===== config.mk =====
export PLATFORM = sky130hd
export DESIGN_NAME = dma_engine
export DESIGN_NICKNAME = d
export VERILOG_FILES = /design/src/design/dma_engine_pkg.sv /design/src/design/dma_engine.sv
export SDC_FILE = /design/constraint.sdc
export NUM_CORES = 2
export LEC_CHECK = 0
export BUFFER_PORTS_ARGS = -buffer_cell sky130_fd_sc_hd__buf_2
export CELL_PAD_IN_SITES_DETAIL_PLACEMENT = 1
export CELL_PAD_IN_SITES_GLOBAL_PLACEMENT = 2
export CORE_MARGIN = 1.5
export CORE_UTILIZATION = 36
export CTS_CLUSTER_SIZE = 30
export DETAILED_ROUTE_END_ITERATION = 7
export PLACE_DENSITY = 0.79
export SYNTH_ARGS = -nofsm -noshare
export SYNTH_HDL_FRONTEND = slang
export SYNTH_SLANG_ARGS = --single-unit

===== constraint.sdc =====
create_clock -name mclk -period 5.9 [get_ports mclk]
set_clock_uncertainty 0.2 [all_clocks]
set_input_delay 0 -clock mclk [delete_from_list [all_inputs] [get_ports mclk]]
set_output_delay 0 -clock mclk [all_outputs]
set_load 0.01 [all_outputs]

===== src/design/dma_engine_pkg.sv =====
// Constants, state codes and carrier types for the four-channel DMA engine.
// Assumes one system clock domain; external requests arrive asynchronously.
package dma_engine_pkg;

  localparam int NUM_CHANNELS = 4;
  localparam int EXT_CHANNELS = 2;
  localparam int NUM_SOURCES  = 5;
  localparam int SEL_W        = 3;
  localparam int COUNT_W      = 20;
  localparam int ADDR_W       = 31;
  localparam int DATA_W       = 32;
  localparam int BURST_BEATS  = 4;

  localparam logic [1:0]         HS_RELEASE_CYCLES = 2'h2;
  localparam logic [COUNT_W-1:0] COUNT_RESET       = 20'h00000;
  localparam logic [ADDR_W-1:0]  ADDR_RESET        = 31'h00000000;
  localparam logic [1:0]         BEAT_UNIT_LAST    = 2'h0;
  localparam logic [1:0]         BEAT_BURST_LAST   = 2'h3;

  typedef enum logic [3:0] {
    MAIN_IDLE = 4'h1,
    MAIN_LOAD = 4'h2,
    MAIN_RUN  = 4'h4,
    MAIN_HOLD = 4'h8
  } main_state_type;

  typedef enum logic [3:0] {
    SUB_IDLE  = 4'h1,
    SUB_GRANT = 4'h2,
    SUB_READ  = 4'h4,
    SUB_WRITE = 4'h8
  } sub_state_type;

  typedef enum logic [1:0] {
    SIZE_BYTE = 2'h0,
    SIZE_HALF = 2'h1,
    SIZE_WORD = 2'h2
  } data_size_type;

  typedef struct packed {
    logic [ADDR_W-1:0]  src_base;
    logic               src_loc;
    logic               src_fixed;
    logic [ADDR_W-1:0]  dst_base;
    logic               dst_loc;
    logic               dst_fixed;
    logic [COUNT_W-1:0] count;
    logic               int_en;
    logic               whole;
    logic               handshake;
    logic               hw_mode;
    logic [SEL_W-1:0]   src_sel;
    logic               burst4;
    data_size_type      data_size;
  } chan_cfg_type;

  typedef struct packed {
    main_state_type     main;
    logic [COUNT_W-1:0] count;
    logic [ADDR_W-1:0]  cur_src;
    logic [ADDR_W-1:0]  cur_dst;
    logic               ack;
    logic               irq;
    logic               ext_ack_n;
    logic               busy;
    logic               rearm;
    logic [1:0]         hold_cnt;
  } chan_state_type;

  typedef struct packed {
    chan_state_type [NUM_CHANNELS-1:0]  ch;
    logic [EXT_CHANNELS-1:0]            ext_meta_n;
    logic [EXT_CHANNELS-1:0]            ext_sync_n;
    sub_state_type                      sub;
    logic [1:0]                         sel;
    logic [1:0]                         beat;
    logic [BURST_BEATS-1:0][DATA_W-1:0] data_buf;
    logic                               bus_req;
    logic                               bus_rd;
    logic                               bus_wr;
    logic                               bus_loc;
    data_size_type                      bus_size;
    logic [ADDR_W-1:0]                  bus_addr;
    logic [DATA_W-1:0]                  bus_wdata;
  } engine_state_type;

endpackage


===== src/design/dma_engine.sv =====
// Four-channel DMA engine: per-channel main machines sharing one
// read-then-write sub-machine that masters the bus.
// Assumes an external arbiter answering bus_req with bus_grant, and a bus
// that completes each read or write in the cycle bus_ready is high.
`timescale 1ns/100ps
module dma_engine
  import dma_engine_pkg::*;
(
  input  wire logic                                   mclk,
  input  wire logic                                   rst_n,
  input  wire logic                                   ce,
  input  wire chan_cfg_type [NUM_CHANNELS-1:0]        cfg,
  input  wire logic [NUM_CHANNELS-1:0]                sw_trigger,
  input  wire logic [NUM_CHANNELS-1:0][NUM_SOURCES-1:0] periph_request,
  input  wire logic [EXT_CHANNELS-1:0]                ext_request_n,
  input  wire logic                                   bus_grant,
  input  wire logic                                   bus_ready,
  input  wire logic [DATA_W-1:0]                      bus_rdata,
  output      logic [EXT_CHANNELS-1:0]                ext_acknowledge_n,
  output      logic [NUM_CHANNELS-1:0]                ch_ack,
  output      logic [NUM_CHANNELS-1:0]                ch_irq,
  output      logic [NUM_CHANNELS-1:0][COUNT_W-1:0]   remaining_transfer_count,
  output      logic                                   bus_req,
  output      logic                                   bus_rd,
  output      logic                                   bus_wr,
  output      logic                                   bus_loc,
  output      data_size_type                          bus_size,
  output      logic [ADDR_W-1:0]                      bus_addr,
  output      logic [DATA_W-1:0]                      bus_wdata
);

  engine_state_type state_q;
  engine_state_type state_d;

  // Request level seen by one channel
  function automatic logic pick_request(
    input int unsigned                  chan,
    input chan_cfg_type                 c,
    input logic                         sw,
    input logic [EXT_CHANNELS-1:0]      sync_n,
    input logic [NUM_SOURCES-1:0]       periph
  );
    logic r;
    r = 1'b0;
    if (!c.hw_mode) begin
      r = sw;
    end else if (c.src_sel == 3'h0 && chan < EXT_CHANNELS) begin
      r = ~sync_n[chan[0]];
    end else if (c.src_sel < SEL_W'(NUM_SOURCES)) begin
      r = periph[c.src_sel];
    end
    return r;
  endfunction

  function automatic logic uses_ext(input int unsigned chan, input chan_cfg_type c);
    return c.hw_mode && c.src_sel == 3'h0 && chan < EXT_CHANNELS;
  endfunction

  // Address of a beat, or of the next chunk when n is the beat count
  function automatic logic [ADDR_W-1:0] step_addr(
    input logic [ADDR_W-1:0] base,
    input logic [2:0]        n,
    input data_size_type     size
  );
    return base + (ADDR_W'(n) << size);
  endfunction

  always_comb begin
    logic [NUM_CHANNELS-1:0] want;
    logic [NUM_CHANNELS-1:0] req_now;
    logic                    found;
    logic                    done;
    logic                    zero;
    logic [1:0]              last;
    chan_cfg_type            c;
    chan_state_type          s;
    want    = '0;
    req_now = '0;
    found   = 1'b0;
    done    = 1'b0;
    zero    = 1'b0;
    last    = BEAT_UNIT_LAST;
    c       = '0;
    s       = '0;
    state_d = state_q;

    // Two stages on mclk; the first stage feeds only the second
    state_d.ext_meta_n = ext_request_n;
    state_d.ext_sync_n = state_q.ext_meta_n;

    for (int unsigned i = 0; i < NUM_CHANNELS; i++) begin
      c          = cfg[i];
      s          = state_q.ch[i];
      req_now[i] = pick_request(i, c, sw_trigger[i], state_q.ext_sync_n, periph_request[i]);
      if (s.main == MAIN_RUN && !s.busy && s.count != COUNT_RESET) begin
        if (!c.whole) begin
          want[i] = 1'b1;
        end else begin
          want[i] = !c.hw_mode || (req_now[i] && !s.rearm);
        end
      end
    end

    // Shared read-then-write sub-machine
    c    = cfg[state_q.sel];
    s    = state_q.ch[state_q.sel];
    last = c.burst4 ? BEAT_BURST_LAST : BEAT_UNIT_LAST;
    case (state_q.sub)
      SUB_IDLE: begin
        for (int unsigned i = 0; i < NUM_CHANNELS; i++) begin
          if (want[i] && !found) begin
            found               = 1'b1;
            state_d.sel         = i[1:0];
            state_d.ch[i].busy  = 1'b1;
            state_d.sub         = SUB_GRANT;
            state_d.bus_req     = 1'b1;
          end
        end
      end
      SUB_GRANT: begin
        if (bus_grant) begin
          state_d.sub      = SUB_READ;
          state_d.beat     = 2'h0;
          state_d.bus_rd   = 1'b1;
          state_d.bus_loc  = c.src_loc;
          state_d.bus_size = c.data_size;
          state_d.bus_addr = s.cur_src;
        end
      end
      SUB_READ: begin
        if (bus_ready) begin
          state_d.data_buf[state_q.beat] = bus_rdata;
          if (state_q.beat == last) begin
            state_d.sub       = SUB_WRITE;
            state_d.beat      = 2'h0;
            state_d.bus_rd    = 1'b0;
            state_d.bus_wr    = 1'b1;
            state_d.bus_loc   = c.dst_loc;
            state_d.bus_addr  = s.cur_dst;
            state_d.bus_wdata = (last == BEAT_UNIT_LAST) ? bus_rdata : state_q.data_buf[0];
          end else begin
            state_d.beat     = state_q.beat + 2'h1;
            state_d.bus_addr = step_addr(s.cur_src, {1'b0, state_q.beat + 2'h1}, c.data_size);
          end
        end
      end
      SUB_WRITE: begin
        if (bus_ready) begin
          if (state_q.beat == last) begin
            state_d.sub     = SUB_IDLE;
            state_d.bus_wr  = 1'b0;
            state_d.bus_req = 1'b0;
            done            = 1'b1;
          end else begin
            state_d.beat      = state_q.beat + 2'h1;
            state_d.bus_addr  = step_addr(s.cur_dst, {1'b0, state_q.beat + 2'h1}, c.data_size);
            state_d.bus_wdata = state_q.data_buf[state_q.beat + 2'h1];
          end
        end
      end
      default: begin
        state_d.sub     = SUB_IDLE;
        state_d.bus_req = 1'b0;
        state_d.bus_rd  = 1'b0;
        state_d.bus_wr  = 1'b0;
      end
    endcase

    // Per-channel main machines
    for (int unsigned i = 0; i < NUM_CHANNELS; i++) begin
      c                 = cfg[i];
      s                 = state_q.ch[i];
      zero              = 1'b0;
      state_d.ch[i].irq = 1'b0;
      case (s.main)
        MAIN_IDLE: begin
          state_d.ch[i].ack       = 1'b0;
          state_d.ch[i].ext_ack_n = 1'b1;
          if (req_now[i]) begin
            state_d.ch[i].main = MAIN_LOAD;
          end
        end
        MAIN_LOAD: begin
          state_d.ch[i].ack       = 1'b1;
          state_d.ch[i].ext_ack_n = !uses_ext(i, c);
          state_d.ch[i].rearm     = 1'b0;
          state_d.ch[i].hold_cnt  = 2'h0;
          state_d.ch[i].main      = MAIN_RUN;
          // Reload only at a run start, so single service counts down
          if (s.count == COUNT_RESET) begin
            state_d.ch[i].count   = c.count;
            state_d.ch[i].cur_src = c.src_base;
            state_d.ch[i].cur_dst = c.dst_base;
          end
        end
        MAIN_RUN: begin
          if (s.rearm && !req_now[i]) begin
            state_d.ch[i].rearm = 1'b0;
          end
          if (done && state_q.sel == i[1:0]) begin
            state_d.ch[i].busy  = 1'b0;
            state_d.ch[i].count = s.count - 20'h00001;
            zero                = (s.count == 20'h00001);
            if (!c.src_fixed) begin
              state_d.ch[i].cur_src = step_addr(s.cur_src, {1'b0, last} + 3'h1, c.data_size);
            end
            if (!c.dst_fixed) begin
              state_d.ch[i].cur_dst = step_addr(s.cur_dst, {1'b0, last} + 3'h1, c.data_size);
            end
            state_d.ch[i].irq   = zero && c.int_en;
            // Handshake needs a release before the next transfer
            state_d.ch[i].rearm = c.hw_mode && c.handshake && req_now[i];
            if (zero || !c.whole) begin
              if (c.hw_mode && c.handshake) begin
                state_d.ch[i].main     = MAIN_HOLD;
                state_d.ch[i].hold_cnt = 2'h0;
              end else begin
                state_d.ch[i].ack       = 1'b0;
                state_d.ch[i].ext_ack_n = 1'b1;
                state_d.ch[i].main      = MAIN_IDLE;
              end
            end
          end else if (!s.busy && s.count == COUNT_RESET) begin
            // Loaded with zero: nothing to move, close the run
            state_d.ch[i].ack       = 1'b0;
            state_d.ch[i].ext_ack_n = 1'b1;
            state_d.ch[i].main      = MAIN_IDLE;
          end
        end
        MAIN_HOLD: begin
          if (req_now[i]) begin
            state_d.ch[i].hold_cnt = 2'h0;
          end else if (s.hold_cnt == HS_RELEASE_CYCLES - 2'h1) begin
            state_d.ch[i].ack       = 1'b0;
            state_d.ch[i].ext_ack_n = 1'b1;
            state_d.ch[i].main      = MAIN_IDLE;
          end else begin
            state_d.ch[i].hold_cnt = s.hold_cnt + 2'h1;
          end
        end
        default: begin
          state_d.ch[i].main = MAIN_IDLE;
        end
      endcase
    end
  end

  always_ff @(posedge mclk or negedge rst_n) begin
    if (!rst_n) begin
      state_q            <= '0;
      state_q.ext_meta_n <= '1;
      state_q.ext_sync_n <= '1;
      state_q.sub        <= SUB_IDLE;
      state_q.bus_size   <= SIZE_BYTE;
      for (int i = 0; i < NUM_CHANNELS; i++) begin
        state_q.ch[i].main      <= MAIN_IDLE;
        state_q.ch[i].count     <= COUNT_RESET;
        state_q.ch[i].cur_src   <= ADDR_RESET;
        state_q.ch[i].cur_dst   <= ADDR_RESET;
        state_q.ch[i].ext_ack_n <= 1'b1;
      end
    end else if (ce) begin
      state_q <= state_d;
    end
  end

  always_comb begin
    for (int i = 0; i < NUM_CHANNELS; i++) begin
      ch_ack[i]                   = state_q.ch[i].ack;
      ch_irq[i]                   = state_q.ch[i].irq;
      remaining_transfer_count[i] = state_q.ch[i].count;
    end
    for (int i = 0; i < EXT_CHANNELS; i++) begin
      ext_acknowledge_n[i] = state_q.ch[i].ext_ack_n;
    end
  end

  assign bus_req   = state_q.bus_req;
  assign bus_rd    = state_q.bus_rd;
  assign bus_wr    = state_q.bus_wr;
  assign bus_loc   = state_q.bus_loc;
  assign bus_size  = state_q.bus_size;
  assign bus_addr  = state_q.bus_addr;
  assign bus_wdata = state_q.bus_wdata;

endmodule


==> flow_summary_export.csv <==
group,metric,value,unit
final_layout,post-route-util,48.5,%
synthesis,netlist_instances,4348,
clocking,clk_path_buf_depth,3,
die,die_x,332,um
synthesis,netlist.area_leader.share,36.5,%
synthesis,synth_flop_cell,"dfrtp_1",
clocking,cts-buffers-inserted,75,
critical_path,cp_top_family,"simple AND/OR/NAND/NOR gates",
final_layout,layout_common_cells,"dlygate4sd3_1, buf_2, dfrtp_1, a21oi_1, nand2_1",
die,rows,120,
die,pin_count,606,
global_routing,grt_use_met2,51.0,%
critical_path,cp.arrival,6.00,ns
global_routing,grt_pass1_wl,267000,um
synthesis,syn_area,39000,um^2
hold_path,hold_end,"remaining_transfer_count[19]",
run_status,status,"finished, final reports clean",
clocking,clk_latency,0.68,ns
drt,wl_per_cell,26.0,um
critical_path,crit_fanout,36,
critical_path,cp-end-kind,"flip-flop",
global_routing,antenna_found_initial,44,
die,die_area,110000,um^2
synthesis,syn_nets,4879,
critical_path,rr_worst_depth,15,
final_layout,design_area,52000,um^2
critical_path,crit-reg2reg-launch,"state_q[200]",
clocking,clkTransAtPathRegs,0.06,ns
placed_design,dpl.hpwl,124000,um
clocking,htreeDepth,3,
flow_run,cap_violations,0,
critical_path,cpPeakStageDelay,0.64,ns
drt,drc,0,
critical_path,slowest_stage,"mux2i_1",
timing,max_freq,177,MHz
final_layout,fillerInstances,12446,
timing,tightestPinTransition,1.17,ns
final_layout,drive_gt1_share,20.4,%
clocking,cts.sinks,579,
timing,setup_viol,0,
timing,finalSetupTns,0,ns
die,initial_core_util,36.3,%
drt,ant_nets,0,
critical_path,crit_buf_inv,3,
critical_path,crit_type,"flip-flop to flip-flop",
final_layout,syn2layout_area_growth,33.4,%
drt,vias,40563,
timing,relSlewSlack,21.1,%
timing,slew_violations,0,
global_routing,grt_max_degree,142,
timing,period_minus_slack,5.67,ns
timing,rsz0062_at_grt,"false",
synthesis,yosys.area.top_type,"dfrtp_1",
global_routing,grt_overflow,0,
clocking,root_buffer,"clkbuf_16",
pwr,peakVddDrop,0.197,mV
hold_path,whs_path_depth,4,
drt,first_iter_violations,3380,
critical_path,critPathLaunchType,"flip-flop",
placed_design,numPortBuffers,603,
hold_path,min-delay-start,"cfg[29]",
synthesis,yosys_warnings,0,
pwr,power.density,453,nW/um^2
synthesis,synth-edff-count,0,
timing,hold_viol,0,
synthesis,syn_avg_cell_area,8.96,um^2
hold_path,hold_class,"input port to flip-flop",
drt,drtPass1Iterations,5,
pwr,total_leakage_power,22.3,nW
drt,viasPerCell,5.91,
global_routing,grt.met1_usage,40.0,%
global_routing,grt_busiest_layer,"met2",
clocking,cts_tree,"built",
critical_path,crit_path_cell_trace,"mux2i_1 -> nand2_1 -> and2_2 -> buf_4 -> xnor2_1 -> nor2_1 -> ha_1 -> a21oi_1 -> o21ai_0 -> nand4_1 -> buf_4 -> or3_1 -> o32ai_1 -> a21oi_1 -> dlygate4sd3_1",
critical_path,required,6.23,ns
timing,period_share,96.0,%
final_layout,nets,5917,
final_layout,final_common_cell,"dlygate4sd3_1",
critical_path,reg2reg_to,"state_q[367]",
timing,hold_ws,0.0255,ns
synthesis,ys_seq_area_share,37.2,%
clocking,post_cts_buffers,0,
synthesis,ys_ff_latch,579,
synthesis,synth_cell_types,98,
placed_design,place_area,41900,um^2
die,die_y,332,um
global_routing,first_global_vias,41740,
placed_design,place_congestion,0.985,
synthesis,synth.area.top_cells,"dfrtp_1, mux4_2, a21oi_1",
global_routing,grtUsageTotal,31.6,%
pwr,total_power,23.5,mW
critical_path,rrSetupSlack,0.23,ns
synthesis,synthArstFlopShare,100,%
global_routing,met3_usage,6.39,%
die,core_area,107000,um^2
drt,postRouteWirelength,178000,um
## where the power goes
group	switching [mW]	internal, mW
Clock	2.05	2.67
Sequential	2.88	5.38
Combinational	5.72	4.84
Total	10.6	12.9
## timing repair
item                       4_1_cts  5_1_grt
setup endpoints to repair        0        1
hold endpoints to repair      1115        0
resized for setup                0        1
hold buffers                   747        0
## how the worst max path moves through the flow
stage / startpoint / to / slack (ns) / cells after the start
CTS: state_q[200] / state_q[264] / 0.20 / 14
finish: state_q[200] / state_q[367] / 0.23 / 15
global route: state_q[200] / state_q[367] / 0.1 / 15
floorplan: state_q[199] / state_q[239] / 0.87 / 19
global placement: state_q[200] / state_q[367] / 1.0 / 14
detailed placement: state_q[200] / state_q[367] / 0.90 / 14
## Yosys cell counts (96+ instances only)
cell,number
mux4_2,102
clkbuf_1,209
o22ai_1,115
inv_1,96
buf_4,172
nor3_1,104
dfrtp_1,568
nand3_1,167
a21oi_1,434
o21ai_0,290
nor2_1,314
nand2_1,422
mux2_2,145
## stage by stage
step                worst slack, ns  std cells
global route                 0.0973       6861
finish                        0.235       6868
floorplan                     0.867       4348
global placement              0.997       5965
detailed placement            0.896       5965
CTS                           0.196       6849
## metal layers
layer / vias up / routed length, um
met4: 24 / 10200
met3: 386 / 13400
met1: 20402 / 72000
met5: - / 151
met2: 1507 / 82700
li1: 18244 / -
## tightest hold or removal path: stages
cell,delay (ns)
dlygate4sd3_1,0.52
buf_2,0.10
o21ai_0,0.07
a21oi_1,0.14
## cell type report
cell class                 instances  area, um^2  share of cell area [%]
antenna                           19        47.5                  0.0915
clock buffer                     117        2210                    4.26
clock inverter                    20         265                   0.510
inverter                          97         364                   0.701
multi-input combinational       3212       21700                    41.7
sequential                       579       14500                    27.9
tap                             1403        1760                    3.38
timing repair buffer            1421       11100                    21.4
## logic make-up after synthesis
family | count (synthesis) | synth area share, %
flip-flops | 579 | 37.2
multiplexers | 263 | 10.5
AND/OR/NAND/NOR | 1379 | 17.0
AO/OA/AOI/OAI | 1396 | 23.0
buffers and inverters | 557 | 7.31
adder cells (fa/ha/maj) | 84 | 2.89
XOR/XNOR | 90 | 2.02
(Power assumes the default switching activity.)
